==> config.mk <==
export PLATFORM = sky130hd
export DESIGN_NAME = scanner_feeder_sequencer
export DESIGN_NICKNAME = d
export VERILOG_FILES = /design/src/design/scan_pkg.sv /design/src/design/scanner_feeder_sequencer.sv
export VERILOG_INCLUDE_DIRS = /design/src /design/src/design
export SDC_FILE = /design/constraint.sdc
export NUM_CORES = 2
export LEC_CHECK = 0
export BUFFER_PORTS_ARGS = -buffer_cell sky130_fd_sc_hd__buf_2
export CAP_MARGIN = 40
export CORE_UTILIZATION = 55
export CTS_CLUSTER_DIAMETER = 40
export DETAILED_ROUTE_END_ITERATION = 8
export PLACE_DENSITY_LB_ADDON = 0.12
export RECOVER_POWER = 100
export REMOVE_ABC_BUFFERS = 1
export SLEW_MARGIN = 20
export SYNTH_ARGS = -nofsm -noshare
export SYNTH_HDL_FRONTEND = slang
export SYNTH_SLANG_ARGS = --single-unit
==> constraint.sdc <==
create_clock -name i_clock -period 6.99 [get_ports i_clock]
set_input_delay 1.0485 -clock i_clock [delete_from_list [all_inputs] [get_ports i_clock]]
set_output_delay 1.0485 -clock i_clock [all_outputs]
set_load 0.01 [all_outputs]
==> src/design/scan_feed_params.svh <==
// Purpose: constants of the scanner and document_feeder sequencer
// Assumes: 50 MHz system clock
// Notes:   times are kept in their own unit; cycle counts derive from them
//
// Behaviour
// - Colour scan lights red, green, blue in turn; captures recombined per line.
// - Monochrome lights all three sources together; one exposure per line.
// - Colour moves the carriage three times slower than monochrome.
// - Lower resolution moves the carriage faster; 300 ppi faster than 600 ppi.
// - Copy jobs capture at 300 ppi; scan jobs use the selected resolution.
// - Each pixel leaves as three 8-bit components, 24 bits in all.
// - Power-on drives motor right and left; no encoder motion gives error 12.
// - Slow left move until stall finds side stop; else default origin.
// - White target response checked for minimum and maximum; failure gives error 14.
// - Optical search for origin features; not found gives error 6.
// - Calibration: broad analog gain first, then per-pixel digital black; the white pass only marks defects.
// - Defective front-side pixels marked at calibration and replaced from a neighbour.
// - Recalibrate only when the requested mode differs from the calibrated one.
// - Flatbed: light, move right for requested lines, return left home.
// - Job start tests paper present: feeder scan with parked carriage, else flatbed.
// - Feeder is inhibited while its cover is open.
// - Lift plate down in standby; raised to pick roller on job start.
// - Page capture begins when top-of-form sees the leading edge.
// - Pick and feed repeat while paper is present in the tray.
// - After the last trailing edge, eject and lower the lift plate.
// - Duplex captures back and front sides in one pass together.
// - Page missing top-of-form: pulse motor, cycle lift; three tries then mispick.
// - Trailing edge not seen within 381 mm page time declares a jam.
// - On jam stop feeding, lower the lift plate and flag the jam.
`ifndef SCAN_FEED_PARAMS_SVH
`define SCAN_FEED_PARAMS_SVH
`define CLK_HZ       50000000
`define LINE_PIX     16
`define MOTOR_TEST_MS 20
`define STALL_MS     5
`define WALL_MS      2000
`define ORIGIN_MS    500
`define PICK_MS      1000
`define PULSE_MS     50
`define EJECT_MS     300
`define LOWER_MS     300
`define LINE_US      100
`define PAGE_MM      381
`define FEED_MM_S    100
`define MS_CYC(t)    ((t) * (`CLK_HZ / 1000))
`define DARK_LIM     8'h20
`define WHITE_LO     8'h40
`define WHITE_HI     8'hF0
`define CAL_TGT      8'hC0
`define GAIN_RST     8'h80
`define GAIN_STEP    8'h08
`define GAIN_TRIES   4'h8
`define DEFECT_MIN   8'h30
`define PICK_TRIES   2'h3
`define ERR_MOTOR    8'h0C
`define ERR_LED      8'h0E
`define ERR_HOME     8'h06
`endif

==> src/design/scan_pkg.sv <==
// Purpose: types shared by the sequencer and its users
// Assumes: nothing beyond the constants header
// Notes:   res code 0 = 300 ppi, 1 = 600 ppi, 2 = 1200 ppi
package scan_pkg;
	typedef enum logic [4:0] {S_MT_R, S_MT_L, S_WALL, S_LEDCHK, S_ORIGIN, S_CAL_A, S_CAL_B, S_CAL_W,
		S_IDLE, S_DISP, S_FB_SCAN, S_FB_RET, S_PARK, S_LIFT, S_PICK, S_RETRY, S_FEED, S_EJECT,
		S_LOWER, S_JAM} main_t;
	typedef enum logic [1:0] {C_IDLE, C_EXP, C_DRAIN} cap_t;
	typedef struct packed {
		logic        color;
		logic        copy;
		logic        duplex;
		logic [1:0]  res;
		logic [15:0] lines;
	} job_t;
	typedef struct packed {
		logic       color;
		logic [1:0] res;
	} mode_t;
	typedef struct packed {
		logic encoder;
		logic paper;
		logic tof;
		logic door;
		logic stack;
	} sens_t;
	typedef struct packed {
		logic       valid;
		logic [7:0] front;
		logic [7:0] back;
	} line_in_t;
	typedef struct packed {
		logic [7:0] r;
		logic [7:0] g;
		logic [7:0] b;
	} pixel_t;
	typedef struct packed {
		logic   side;
		pixel_t pix;
	} out_word_t;
	typedef struct packed {
		logic       motor_run;
		logic       motor_dir;
		logic       motor_slow;
		logic       lift_up;
		logic       lift_dn;
		logic       pick_run;
		logic       feed_run;
		logic       eject_run;
		logic [2:0] led;
	} act_t;
endpackage

==> src/design/scanner_feeder_sequencer.sv <==
// Purpose: carriage, illumination, self-test and document_feeder sequencing
// Assumes: pixels of the contact_line_sensor arrive on the system clock after the lights settle
// Notes:   FIFO depth must be a power of two
`timescale 1ns/1ps
`include "scan_feed_params.svh"

module pixel_fifo #(
	parameter int W = 25,
	parameter int D = 8
) (
	input  wire logic         i_clock,
	input  wire logic         i_rst_b,
	input  wire logic         i_in_valid,
	input  wire logic [W-1:0] i_in_data,
	output logic              o_in_ready,
	output logic              o_out_valid,
	output logic [W-1:0]      o_out_data,
	input  wire logic         i_out_ready
);
	localparam int AW = $clog2(D);
	typedef struct packed {
		logic [D-1:0][W-1:0] mem;
		logic [AW-1:0]       wp;
		logic [AW-1:0]       rp;
		logic [AW:0]         cnt;
		logic                ov;
		logic [W-1:0]        od;
	} fst_t;
	fst_t q;
	fst_t d;
	logic push;
	logic pop;

	assign o_in_ready  = q.cnt != (AW+1)'(D);
	assign o_out_valid = q.ov;
	assign o_out_data  = q.od;
	always_comb begin
		d    = q;
		push = i_in_valid && (q.cnt != (AW+1)'(D));
		pop  = (!q.ov || i_out_ready) && (q.cnt != '0);
		if (push) begin
			d.mem[q.wp] = i_in_data;
			d.wp        = q.wp + 1'b1;
		end
		if (pop) begin
			d.od = q.mem[q.rp];
			d.ov = 1'b1;
			d.rp = q.rp + 1'b1;
		end else if (i_out_ready) begin
			d.ov = 1'b0;
		end
		d.cnt = q.cnt + (AW+1)'(push) - (AW+1)'(pop);
	end
	always_ff @(posedge i_clock) begin
		if (!i_rst_b) begin
			q <= '0;
		end else begin
			q <= d;
		end
	end
endmodule

////////////////////////////////////////////////////////////////////////////////

module scanner_feeder_sequencer #(
	parameter logic [31:0] MT_CYC   = 32'(`MS_CYC(`MOTOR_TEST_MS)),
	parameter logic [31:0] STALL_CYC = 32'(`MS_CYC(`STALL_MS)),
	parameter logic [31:0] WALL_CYC = 32'(`MS_CYC(`WALL_MS)),
	parameter logic [31:0] ORG_CYC  = 32'(`MS_CYC(`ORIGIN_MS)),
	parameter logic [31:0] PICK_CYC = 32'(`MS_CYC(`PICK_MS)),
	parameter logic [31:0] PULSE_CYC = 32'(`MS_CYC(`PULSE_MS)),
	parameter logic [31:0] EJECT_CYC = 32'(`MS_CYC(`EJECT_MS)),
	parameter logic [31:0] LWR_CYC  = 32'(`MS_CYC(`LOWER_MS)),
	parameter logic [31:0] LINE_CYC = 32'(`LINE_US * (`CLK_HZ / 1000000)),
	parameter logic [31:0] JAM_CYC  = 32'(`PAGE_MM * (`CLK_HZ / `FEED_MM_S))
) (
	input  wire logic                  i_clock,
	input  wire logic                  i_rst_b,
	input  wire logic                  i_job_start,
	input  wire scan_pkg::job_t        i_job,
	input  wire scan_pkg::sens_t       i_sens,
	input  wire scan_pkg::line_in_t    i_pix,
	input  wire logic                  i_pix_ready,
	output logic                       o_pix_valid,
	output scan_pkg::out_word_t        o_pix,
	output scan_pkg::act_t             o_act,
	output logic [31:0]                o_line_period,
	output logic [7:0]                 o_analog_gain,
	output logic [7:0]                 o_error_code,
	output logic                       o_ready,
	output logic                       o_jam,
	output logic                       o_mispick,
	output logic                       o_origin_default
);
	localparam int LP = `LINE_PIX;
	localparam int IW = $clog2(LP);
	typedef struct packed {
		logic [4:0]                   s1;
		logic [4:0]                   s2;
		logic [4:0]                   s3;
		logic [4:0]                   f;
		logic                         enc_prev;
		scan_pkg::main_t              st;
		scan_pkg::cap_t               cst;
		logic [31:0]                  tmr;
		logic [31:0]                  ltmr;
		logic [31:0]                  stall;
		logic [15:0]                  lines;
		logic [1:0]                   tries;
		logic [3:0]                   gtry;
		logic                         moved;
		logic                         pend;
		logic                         issued;
		scan_pkg::job_t               job;
		scan_pkg::mode_t              cal;
		logic [1:0]                   col;
		logic [IW-1:0]                idx;
		logic                         side;
		logic                         ccol;
		logic                         raw;
		logic                         dark;
		logic                         calb;
		logic                         calw;
		logic [7:0]                   mn;
		logic [7:0]                   mx;
		logic [1:0][2:0][LP-1:0][7:0] mem;
		logic [LP-1:0][7:0]           blk;
		logic [LP-1:0]                bad;
		scan_pkg::act_t               act;
		logic [31:0]                  per;
		logic [7:0]                   gain;
		logic [7:0]                   err;
		logic                         rdy;
		logic                         jam;
		logic                         mispick;
		logic                         odef;
	} st_t;
	st_t                 q;
	st_t                 d;
	scan_pkg::sens_t     fs;
	logic                enc_edge;
	logic                stalled;
	logic                cdone;
	logic                f_in_valid;
	logic                f_in_ready;
	logic [IW-1:0]       nb;
	logic [2:0][7:0]     comp;
	scan_pkg::out_word_t f_word;
	logic [31:0]         base;

	function automatic st_t cap_go(st_t s, logic ccol, logic raw, logic dark, logic cb, logic cw);
		st_t r;
		r        = s;
		r.cst    = scan_pkg::C_EXP;
		r.col    = 2'h0;
		r.idx    = '0;
		r.side   = 1'b0;
		r.mn     = 8'hFF;
		r.mx     = 8'h00;
		r.ccol   = ccol;
		r.raw    = raw;
		r.dark   = dark;
		r.calb   = cb;
		r.calw   = cw;
		r.issued = 1'b1;
		r.ltmr   = '0;
		return r;
	endfunction

	assign fs       = scan_pkg::sens_t'(q.f);
	assign enc_edge = fs.encoder != q.enc_prev;
	assign stalled  = q.stall >= STALL_CYC;
	assign cdone    = q.issued && (q.cst == scan_pkg::C_IDLE);
	assign base     = LINE_CYC << q.job.res;

	////////////////////////////////////////////////////////////////////////////
	// Drain path: front-side black subtraction and defect replacement
	assign nb = (q.idx == '0) ? IW'(1) : q.idx - 1'b1;
	genvar gc;
	generate
		for (gc = 0; gc < 3; gc++) begin : g_col
			logic [7:0] pv;
			logic [7:0] bv;
			assign pv = (!q.side && q.bad[q.idx]) ? q.mem[0][gc][nb] : q.mem[q.side][gc][q.idx];
			assign bv = q.side ? 8'h00 : (q.bad[q.idx] ? q.blk[nb] : q.blk[q.idx]);
			assign comp[gc] = (pv > bv) ? pv - bv : 8'h00;
		end
	endgenerate
	assign f_word     = '{side: q.side, pix: '{r: comp[0], g: comp[1], b: comp[2]}};
	assign f_in_valid = q.cst == scan_pkg::C_DRAIN;

	pixel_fifo #(.W($bits(scan_pkg::out_word_t)), .D(8)) u_fifo (
		.i_clock     (i_clock),
		.i_rst_b     (i_rst_b),
		.i_in_valid  (f_in_valid),
		.i_in_data   (f_word),
		.o_in_ready  (f_in_ready),
		.o_out_valid (o_pix_valid),
		.o_out_data  (o_pix),
		.i_out_ready (i_pix_ready)
	);

	////////////////////////////////////////////////////////////////////////////
	always_comb begin
		d          = q;
		d.s1       = i_sens;
		d.s2       = q.s1;
		d.s3       = q.s2;
		d.f        = (q.s2 & q.s3) | (q.f & (q.s2 ^ q.s3));
		d.enc_prev = fs.encoder;
		d.stall    = enc_edge ? '0 : (stalled ? q.stall : q.stall + 32'h1);
		d.tmr      = q.tmr + 32'h1;
		d.ltmr     = q.ltmr + 32'h1;
		if (cdone) begin
			d.issued = 1'b0;
		end
		// Capture engine
		case (q.cst)
			scan_pkg::C_EXP: begin
				if (i_pix.valid) begin
					for (int c = 0; c < 3; c++) begin
						if (!q.ccol || c == int'(q.col)) begin
							d.mem[0][c][q.idx] = i_pix.front;
							d.mem[1][c][q.idx] = i_pix.back;
						end
					end
					d.mn = (i_pix.front < q.mn) ? i_pix.front : q.mn;
					d.mx = (i_pix.front > q.mx) ? i_pix.front : q.mx;
					if (q.calb) begin
						d.blk[q.idx] = i_pix.front;
					end
					if (q.calw) begin
						d.bad[q.idx] = i_pix.front < `DEFECT_MIN;
					end
					d.idx = q.idx + 1'b1;
					if (q.idx == IW'(LP - 1)) begin
						if (q.ccol && q.col != 2'h2) begin
							d.col = q.col + 2'h1;
						end else begin
							d.cst = q.raw ? scan_pkg::C_IDLE : scan_pkg::C_DRAIN;
						end
					end
				end
			end
			scan_pkg::C_DRAIN: begin
				if (f_in_ready) begin
					d.idx = q.idx + 1'b1;
					if (q.idx == IW'(LP - 1)) begin
						if (q.job.duplex && !q.side) begin
							d.side = 1'b1;
						end else begin
							d.cst = scan_pkg::C_IDLE;
						end
					end
				end
			end
			default: begin
			end
		endcase
		// Sequencer
		case (q.st)
			scan_pkg::S_MT_R, scan_pkg::S_MT_L: begin
				d.moved = q.moved | enc_edge;
				if (q.tmr >= MT_CYC) begin
					d.tmr = '0;
					if (q.st == scan_pkg::S_MT_R) begin
						d.st = scan_pkg::S_MT_L;
					end else if (!d.moved) begin
						d.err = `ERR_MOTOR;
						d.st  = scan_pkg::S_IDLE;
					end else begin
						d.st = scan_pkg::S_WALL;
					end
				end
			end
			scan_pkg::S_WALL: begin
				if (stalled && q.tmr >= STALL_CYC) begin
					d.st  = scan_pkg::S_LEDCHK;
					d.tmr = '0;
				end else if (q.tmr >= WALL_CYC) begin
					d.odef = 1'b1;
					d.st   = scan_pkg::S_LEDCHK;
					d.tmr  = '0;
				end
			end
			scan_pkg::S_LEDCHK: begin
				if (!q.issued) begin
					d = cap_go(d, 1'b0, 1'b1, 1'b0, 1'b0, 1'b0);
				end else if (cdone) begin
					d.tmr = '0;
					if (q.mn < `WHITE_LO || q.mx > `WHITE_HI) begin
						d.err = `ERR_LED;
						d.st  = scan_pkg::S_IDLE;
					end else begin
						d.st = scan_pkg::S_ORIGIN;
					end
				end
			end
			scan_pkg::S_ORIGIN: begin
				if (cdone && q.mn <= `DARK_LIM) begin
					d.st   = scan_pkg::S_CAL_A;
					d.gain = `GAIN_RST;
				end else if (q.tmr >= ORG_CYC && (cdone || !q.issued)) begin
					d.err  = `ERR_HOME;
					d.st   = scan_pkg::S_CAL_A;
					d.gain = `GAIN_RST;
				end else if (!q.issued || cdone) begin
					d = cap_go(d, 1'b0, 1'b1, 1'b0, 1'b0, 1'b0);
				end
			end
			scan_pkg::S_CAL_A: begin
				if (!q.issued) begin
					d = cap_go(d, q.job.color, 1'b1, 1'b0, 1'b0, 1'b0);
				end else if (cdone) begin
					if (q.mx < `CAL_TGT && q.gtry != `GAIN_TRIES) begin
						d.gain = q.gain + `GAIN_STEP;
						d.gtry = q.gtry + 4'h1;
					end else begin
						d.gtry = 4'h0;
						d.st   = scan_pkg::S_CAL_B;
					end
				end
			end
			scan_pkg::S_CAL_B: begin
				if (!q.issued) begin
					d = cap_go(d, 1'b0, 1'b1, 1'b1, 1'b1, 1'b0);
				end else if (cdone) begin
					d.st = scan_pkg::S_CAL_W;
				end
			end
			scan_pkg::S_CAL_W: begin
				if (!q.issued) begin
					d = cap_go(d, 1'b0, 1'b1, 1'b0, 1'b0, 1'b1);
				end else if (cdone) begin
					d.cal  = '{color: q.job.color, res: q.job.res};
					d.pend = 1'b0;
					d.st   = q.pend ? scan_pkg::S_DISP : scan_pkg::S_IDLE;
				end
			end
			scan_pkg::S_IDLE: begin
				if (i_job_start) begin
					d.job     = i_job;
					d.job.res = i_job.copy ? 2'h0 : i_job.res;
					d.jam     = 1'b0;
					d.mispick = 1'b0;
					if (d.job.color != q.cal.color || d.job.res != q.cal.res) begin
						d.st   = scan_pkg::S_CAL_A;
						d.gain = `GAIN_RST;
						d.pend = 1'b1;
					end else begin
						d.st = scan_pkg::S_DISP;
					end
				end
			end
			scan_pkg::S_DISP: begin
				d.tmr   = '0;
				d.lines = 16'h0000;
				d.tries = 2'h0;
				d.st    = (fs.paper && !fs.door) ? scan_pkg::S_PARK : scan_pkg::S_FB_SCAN;
			end
			scan_pkg::S_FB_SCAN, scan_pkg::S_FEED: begin
				if (q.st == scan_pkg::S_FEED && q.tmr >= JAM_CYC) begin
					d.jam = 1'b1;
					d.st  = scan_pkg::S_JAM;
					d.tmr = '0;
				end else if (q.st == scan_pkg::S_FEED && !fs.tof) begin
					d.st  = scan_pkg::S_EJECT;
					d.tmr = '0;
				end else if (q.st == scan_pkg::S_FB_SCAN && q.lines == q.job.lines && q.cst == scan_pkg::C_IDLE) begin
					d.st = scan_pkg::S_FB_RET;
				end else if (q.cst == scan_pkg::C_IDLE && q.ltmr >= q.per - 32'h1 &&
						(q.st == scan_pkg::S_FEED || q.lines != q.job.lines)) begin
					d       = cap_go(d, q.job.color, 1'b0, 1'b0, 1'b0, 1'b0);
					d.lines = q.lines + 16'h0001;
				end
			end
			scan_pkg::S_FB_RET, scan_pkg::S_PARK: begin
				if (stalled && q.tmr >= STALL_CYC) begin
					d.st = (q.st == scan_pkg::S_PARK) ? scan_pkg::S_LIFT : scan_pkg::S_IDLE;
				end
			end
			scan_pkg::S_LIFT: begin
				if (fs.stack && !fs.door) begin
					d.st  = scan_pkg::S_PICK;
					d.tmr = '0;
				end
			end
			scan_pkg::S_PICK: begin
				if (fs.tof && !fs.door) begin
					d.st  = scan_pkg::S_FEED;
					d.tmr = '0;
					d.ltmr = q.per;
				end else if (q.tmr >= PICK_CYC) begin
					d.tries = q.tries + 2'h1;
					d.tmr   = '0;
					if (d.tries == `PICK_TRIES) begin
						d.mispick = 1'b1;
						d.st      = scan_pkg::S_LOWER;
					end else begin
						d.st = scan_pkg::S_RETRY;
					end
				end
			end
			scan_pkg::S_RETRY: begin
				if (q.tmr >= PULSE_CYC) begin
					d.st = scan_pkg::S_LIFT;
				end
			end
			scan_pkg::S_EJECT: begin
				if (q.tmr >= EJECT_CYC) begin
					d.tmr   = '0;
					d.tries = 2'h0;
					d.st    = fs.paper ? scan_pkg::S_PICK : scan_pkg::S_LOWER;
				end
			end
			scan_pkg::S_LOWER, scan_pkg::S_JAM: begin
				if (q.tmr >= LWR_CYC) begin
					d.st = scan_pkg::S_IDLE;
				end
			end
			default: begin
				d.st = scan_pkg::S_IDLE;
			end
		endcase
		// Registered ready and actuator outputs follow the next state; line period the current job
		d.per = q.job.color ? 32'(base * 32'h3) : base;
		d.rdy = d.st == scan_pkg::S_IDLE;
		d.act.motor_run = d.st inside {scan_pkg::S_MT_R, scan_pkg::S_MT_L, scan_pkg::S_WALL, scan_pkg::S_ORIGIN,
			scan_pkg::S_FB_SCAN, scan_pkg::S_FB_RET, scan_pkg::S_PARK};
		d.act.motor_dir  = d.st inside {scan_pkg::S_MT_R, scan_pkg::S_ORIGIN, scan_pkg::S_FB_SCAN};
		d.act.motor_slow = d.st == scan_pkg::S_WALL;
		d.act.lift_up   = !fs.door && (d.st inside {scan_pkg::S_LIFT, scan_pkg::S_PICK, scan_pkg::S_FEED,
			scan_pkg::S_EJECT});
		d.act.lift_dn   = !fs.door && (d.st inside {scan_pkg::S_RETRY, scan_pkg::S_LOWER, scan_pkg::S_JAM});
		d.act.pick_run  = !fs.door && (d.st inside {scan_pkg::S_PICK, scan_pkg::S_RETRY});
		d.act.feed_run  = !fs.door && (d.st inside {scan_pkg::S_FEED, scan_pkg::S_EJECT});
		d.act.eject_run = !fs.door && (d.st == scan_pkg::S_EJECT);
		if (d.cst != scan_pkg::C_EXP || d.dark) begin
			d.act.led = 3'h0;
		end else begin
			d.act.led = d.ccol ? 3'(3'h1 << d.col) : 3'h7;
		end
	end

	always_ff @(posedge i_clock) begin
		if (!i_rst_b) begin
			q <= '0;
		end else begin
			q <= d;
		end
	end

	assign o_act            = q.act;
	assign o_line_period    = q.per;
	assign o_analog_gain    = q.gain;
	assign o_error_code     = q.err;
	assign o_ready          = q.rdy;
	assign o_jam            = q.jam;
	assign o_mispick        = q.mispick;
	assign o_origin_default = q.odef;
endmodule

# After elaboration in Yosys (flattened, before gate mapping)
# Index checks and enable logic that the tools add are counted.
[totals]
out_inout_bits = 89
input_bits = 47
elab_cells = 604
reg_bits = 1411
[classes]
addsub = 18
magnitude_cmp = 27
n_eq_ne = 79
shifts = 2
bitwise = 13
mul = 1
mux = 210
reduce_logical = 80
[ops]
columns = ["op", "n"]
rows = [
  ["986-bit one-hot mux with 6 select lines", 1],
  ["1176-bit 2-to-1 mux", 4],
  ["1150-bit 2-to-1 mux", 4],
  ["1130-bit 2-to-1 mux", 2],
  ["928-bit 2-to-1 mux", 2],
  ["1116-bit 2-to-1 mux", 1],
  ["1113-bit 2-to-1 mux", 1],
  ["1104-bit 2-to-1 mux", 1],
  ["1008-bit 2-to-1 mux", 1],
  ["1003-bit 2-to-1 mux", 1],
  ["128-bit bitwise mux", 7],
  ["128-bit 2-to-1 mux", 7],
  ["384-bit 2-to-1 mux", 2],
  ["32-bit 2-to-1 mux", 15],
  ["32-bit one-hot mux with 12 select lines", 1],
  ["8-bit binary-select mux with 4-bit select", 8],
  ["8-bit 2-to-1 mux", 31],
  ["32-bit one-hot mux with 7 select lines", 1],
  ["200-bit bitwise mux", 1],
  ["32-bit one-hot mux with 6 select lines", 1],
  ["5-bit 2-to-1 mux", 30],
  ["21-bit one-hot mux with 7 select lines", 1],
  ["121-bit 2-to-1 mux", 1],
  ["116-bit 2-to-1 mux", 1],
  ["105 further kinds", 305],
]

# Logic depth before layout (Yosys ltp)
[logic_depth]
ltp_word = 20
depth_mapped = 29

# Hierarchy
# From an unflattened synthesis, not the netlist that was laid out.
[hier_totals]
hier_cells = 8219
hier_area_um2 = 67989.0
[modules_own_cells]
columns = ["mod", "cells_per_inst", "area_each_um2", "seq_area_each_um2", "n_inst"]
rows = [
  ["scanner_feeder_sequencer", 7211, 57838.0, 23002.1, 1],
  ["pixel_fifo", 1008, 10151.0, 4724.5, 1],
]

# Worst setup path before layout
# No wires, ideal clock.
[synth_timing]
kind = "register to register"
start = "reg q[998] in the netlist's numbering"
end = "reg u_fifo.q[118] in the netlist's numbering"
path_stages_with_launch = 30
path_buffers = 8
path_slack_ns = 0.729
synth_period_minus_slack_ns = 6.261
required_ns = 6.858
arrival_time_ns = 6.129
path_cell_list = "dfxtp_1 clkbuf_1 clkbuf_1 inv_2 clkbuf_1 clkbuf_1 ha_1 clkbuf_1 or2_2 clkbuf_1 nand2_1 clkbuf_1 clkbuf_1 nand2_1 a21oi_1 a211oi_1 nor3_1 o21bai_1 a21oi_1 ha_1 inv_1 fa_1 a21o_1 a21oi_1 o21ai_0 a21o_1 a211oi_1 nor2_1 nand3_1 a21oi_1"
[synth_via]
elab_chain_len = 9
[synth_lines]
columns = ["item", "line_no", "text"]
rows = [
  ["start, declared", "scanner_feeder_sequencer.sv:138", "st_t q;"],
  ["start signal, assigned", "scanner_feeder_sequencer.sv:447", "q <= '0;"],
  ["start signal, assigned", "scanner_feeder_sequencer.sv:449", "q <= d;"],
  ["4-bit by 1-bit subtractor with 4-bit output or 4-bit logical NOT (tied branches)", "scanner_feeder_sequencer.sv:178", "assign nb = (q.idx == '0) ? IW'(1) : q.idx - 1'b1;"],
  ["4-bit 2-to-1 mux", "scanner_feeder_sequencer.sv:178", ""],
  ["8-bit binary-select mux with 4-bit select", "scanner_feeder_sequencer.sv:185", "assign bv = q.side ? 8'h00 : (q.bad[q.idx] ? q.blk[nb] : q.blk[q.idx]);"],
  ["8-bit 2-to-1 mux (not written as such)", "scanner_feeder_sequencer.sv:185", ""],
  ["8-bit 2-to-1 mux (2 in a row)", "scanner_feeder_sequencer.sv:185", ""],
  ["8-bit subtractor or 8-bit > comparator (tied branches)", "scanner_feeder_sequencer.sv:186", "assign comp[gc] = (pv > bv) ? pv - bv : 8'h00;"],
  ["8-bit 2-to-1 mux *", "scanner_feeder_sequencer.sv:186", ""],
  ["200-bit bitwise mux *", "scanner_feeder_sequencer.sv:42", "d.mem[q.wp] = i_in_data;"],
  ["end signal, assigned", "scanner_feeder_sequencer.sv:56", "q <= '0;"],
  ["end signal, assigned", "scanner_feeder_sequencer.sv:58", "q <= d;"],
  ["end, declared", "scanner_feeder_sequencer.sv:29", "fst_t q;"],
]
# Every way passes the cells marked *; elsewhere a longest branch is shown, timed or not. The select of a mux whose other input is x is not followed.
# A chain may end at the register's enable or synchronous reset.

# Final worst setup path
[layout_timing]
start = "reg q[998] in the netlist's numbering"
end = "reg u_fifo.q[69] in the netlist's numbering"
# Same word-level chain as after synthesis.

==> run_results.csv <==
group,metric,value,unit
run_status,status,"finished, violations left",
run_status,violations,"max-capacitance violations, max-slew violations",
floorplanning,fp.dieArea,0.125,mm2
routing,via_count,63200,
clock_network,cts_buffers,191,
synth,synth_common_cells,"nand2_1, dfxtp_1, a21oi_1",
routing,first_pass_iters,8,
synth,async_flop_share,0,%
synth,synth.cell_area,0.0678,mm2
floorplanning,start_util,55.6,%
placed_design,placed_cells,9608,
timing,relSlewSlack,-271,%
synth,synth_adder_area_share,2.24,%
grt,grt_pass1_wl,353,mm
power_and_ir_drop,p_per_area,254,mW/mm2
routing,post_drt_wl_per_cell,23.1,um
finish,nets,8360,
synth,synth_top_area_share,40.9,%
synth,synthMuxAreaShare,11.5,%
finish,synthToLayoutAreaGrowth,12.1,%
synth,ys_seq_area_share,40.9,%
critical_path,arrival,7.23,ns
synth,yosysWarnings,0,
synth,synth_top_area_cell,"dfxtp_1",
synth,synth.area.top_cells,"dfxtp_1, nand2_1, a21oi_1",
synth,synth-seq-cells,1386,
grt,track_usage,35.9,%
timing,tightest_slew,5.57,ns
routing,first_iter_violations,7755,
placed_design,gp_congestion,0.961,
power_and_ir_drop,p_sw,4.70,mW
power_and_ir_drop,internal_power,14.6,mW
grt,grt_pass1_vias,59300,
finish,drive_gt1_share,11.2,%
grt,grt_overflow_total,0,
routing,ant_nets,0,
critical_path,startpoint_type,"register",
critical_path,path_max_fanout,30,
synth,synth_cell_types,99,
clock_network,post-cts-setup-buffers,0,
timing,timing.fmax,150,MHz
clock_network,post_cts_resized,0,
floorplanning,dieWidth,353,um
timing,setup_viol,0,
timing,report.final.hold_viol_count,0,
floorplanning,rows,128,
timing,fin_hold_ws,0.431,ns
timing,finalCritPeriodShare,95.2,%
critical_path,path_class,"reg2reg",
grt,grt_max_degree,199,
finish,final_cells,9982,
worst_hold_path,min_path_type,"in2reg",
clock_network,cts_buffer_depth,3,
routing,via_per_inst,6.33,
clock_network,cts_tree,"done",
timing,fin_skew,0.0325,ns
job,drv_cap,9,
critical_path,critPathRequiredTime,7.56,ns
clock_network,cts_root_buf,"clkbuf_16",
synth,yosysMostFrequentCell,"nand2_1",
timing,fin_crit,6.65,ns
clock_network,htree_levels,4,
critical_path,endpoint_kind,"register",
synth,synth_xor_area_share,1.73,%
synth,synth-edff-count,0,
floorplanning,die_h,353,um
timing,rsz0062_at_grt,"false",
power_and_ir_drop,peakVddDrop,0.000287,V
routing,drc,0,
power_and_ir_drop,pwr-share-comb,5.1,%
clock_network,cts.reportedPaths.clkPinSlew,0.06,ns
floorplanning,coreArea,0.122,mm2
finish,fill_cells,10700,
power_and_ir_drop,seq_power_share,41.7,%
clock_network,clk_latency,0.83,ns
clock_network,ctsHoldBuffers,0,
synth,synth_top_family_by_area,"simple AND/OR/NAND/NOR gates",
synth,synth_cells,8408,
synth,synth-compound-area-share,17.2,%
placed_design,port_buffers,110,
floorplanning,ios,136,
timing,slew_viol_final,1053,
clock_network,clock-sinks,1386,
power_and_ir_drop,p_clk_share,53.2,%
synth,synth_ff_type,"dfxtp_1",
grt,antenna_found_initial,4,
synth,synth_simple_gate_area_share,20.9,%
placed_design,dp_hpwl,145,mm
timing,setup_tns,0,ns
power_and_ir_drop,p_leak,24.8,nW
power_and_ir_drop,p_sw_share,24.3,%
synth,avgSynthCellArea,8.07,um2
routing,routed_wirelength,231,mm
cells by family after synthesis:
| family | count (synthesis) |
|---|---|
| adder cells (fa/ha/maj) | 119 |
| flip-flops | 1386 |
| other | 1 |
| multiplexers | 423 |
| XOR/XNOR | 134 |
| AND/OR/NAND/NOR | 3443 |
| buffers and inverters | 858 |
| AO/OA/AOI/OAI | 2044 |
path summary, 6_finish.rpt:
path	slack, ns	to	cells after the start	from
setup / recovery	0.34	u_fifo.q[69]$_SDFFE_PN0P_	19	q[998]$_SDFF_PN0_
hold / removal	0.43	q[1174]$_SDFF_PN0_	2	i_sens[3]
setup reg to reg	0.34	u_fifo.q[69]$_SDFFE_PN0P_	19	q[998]$_SDFF_PN0_
hold reg to reg	0.44	q[1170]$_SDFF_PN0_	1	q[1175]$_SDFF_PN0_
flip-flops by register name, indices dropped and copies added (netlist names), 3 cells and up:
name and flops:
o_error_code 3, q 1106, u_fifo.o_out_data 25, o_analog_gain 5, o_line_period 15, u_fifo.q 210, o_act 11, fs 5
layout make-up:
class	count	area [um2]	area share (%)
multi-input combinational	6188	36700	48.2
sequential	1386	27800	36.5
clock buffer	237	5290	6.96
timing repair buffer	347	2450	3.22
tap	1625	2030	2.67
clock inverter	117	1520	2.00
inverter	80	313	0.411
antenna	2	5.00	0.00658
worst max-delay path, stage by stage (launching register included):
cell and delay, ns:
dfxtp_4 0.69, inv_6 0.06, ha_1 0.28, or3b_2 0.36
nand2_4 0.11, nor2_2 0.61, buf_4 0.39, a221oi_1 0.14
a21oi_1 0.26, a21oi_1 0.10, o21ai_0 0.69, ha_1 0.42
nor2b_1 0.15, o21ai_0 0.26, a21oi_1 0.13, o21a_1 0.19
o21ai_1 0.67, a21boi_0 0.46, o21ai_0 0.29, a21oi_1 0.09
per-stage QoR:
step	setup WS [ns]	cell area, um2	util (%)	total power, mW
after floorplan	-20.73	64500	-	8.82
after global placement	0.934	69000	56.5	9.21
after detailed placement	0.870	69400	56.9	9.24
after CTS	0.843	76200	62.4	19.4
after global routing	0.210	76000	62.3	19.9
final	0.336	76000	62.3	19.3
routing by layer:
metal | track usage (%) | vias up | share of wire, %
met5 | 0 | - | 0.012
li1 | - | 28700 | -
met4 | 17.6 | 4 | 4.9
met1 | 47.7 | 30200 | 40
met3 | 8.19 | 765 | 11
met2 | 55.2 | 3493 | 44
power by group through the flow:
stage | sequential (mW) | clock (mW) | combinational [mW]
after detailed placement | 8.23 | 0 | 1.01
after global routing | 8.07 | 10.7 | 1.07
final | 8.06 | 10.3 | 0.992
after floorplan | 8.34 | 0 | 0.484
after global placement | 8.24 | 0 | 0.974
after CTS | 8.06 | 10.4 | 1.01
cell usage in the layout, fill, tap and decap left out, drive strengths merged, types with 60 or more instances in the layout:
cell,n
dfxtp,1386
mux2i,136
nand3,181
nand2,2549
o21ai,218
a211oi,119
o22ai,68
clkbuf,351
xnor2,75
nor3,86
inv,117
a21oi,1332
ha,115
mux4,286
buf,233
nor2,319
a22o,60
Note: power is estimated with default switching activity, not from simulation.
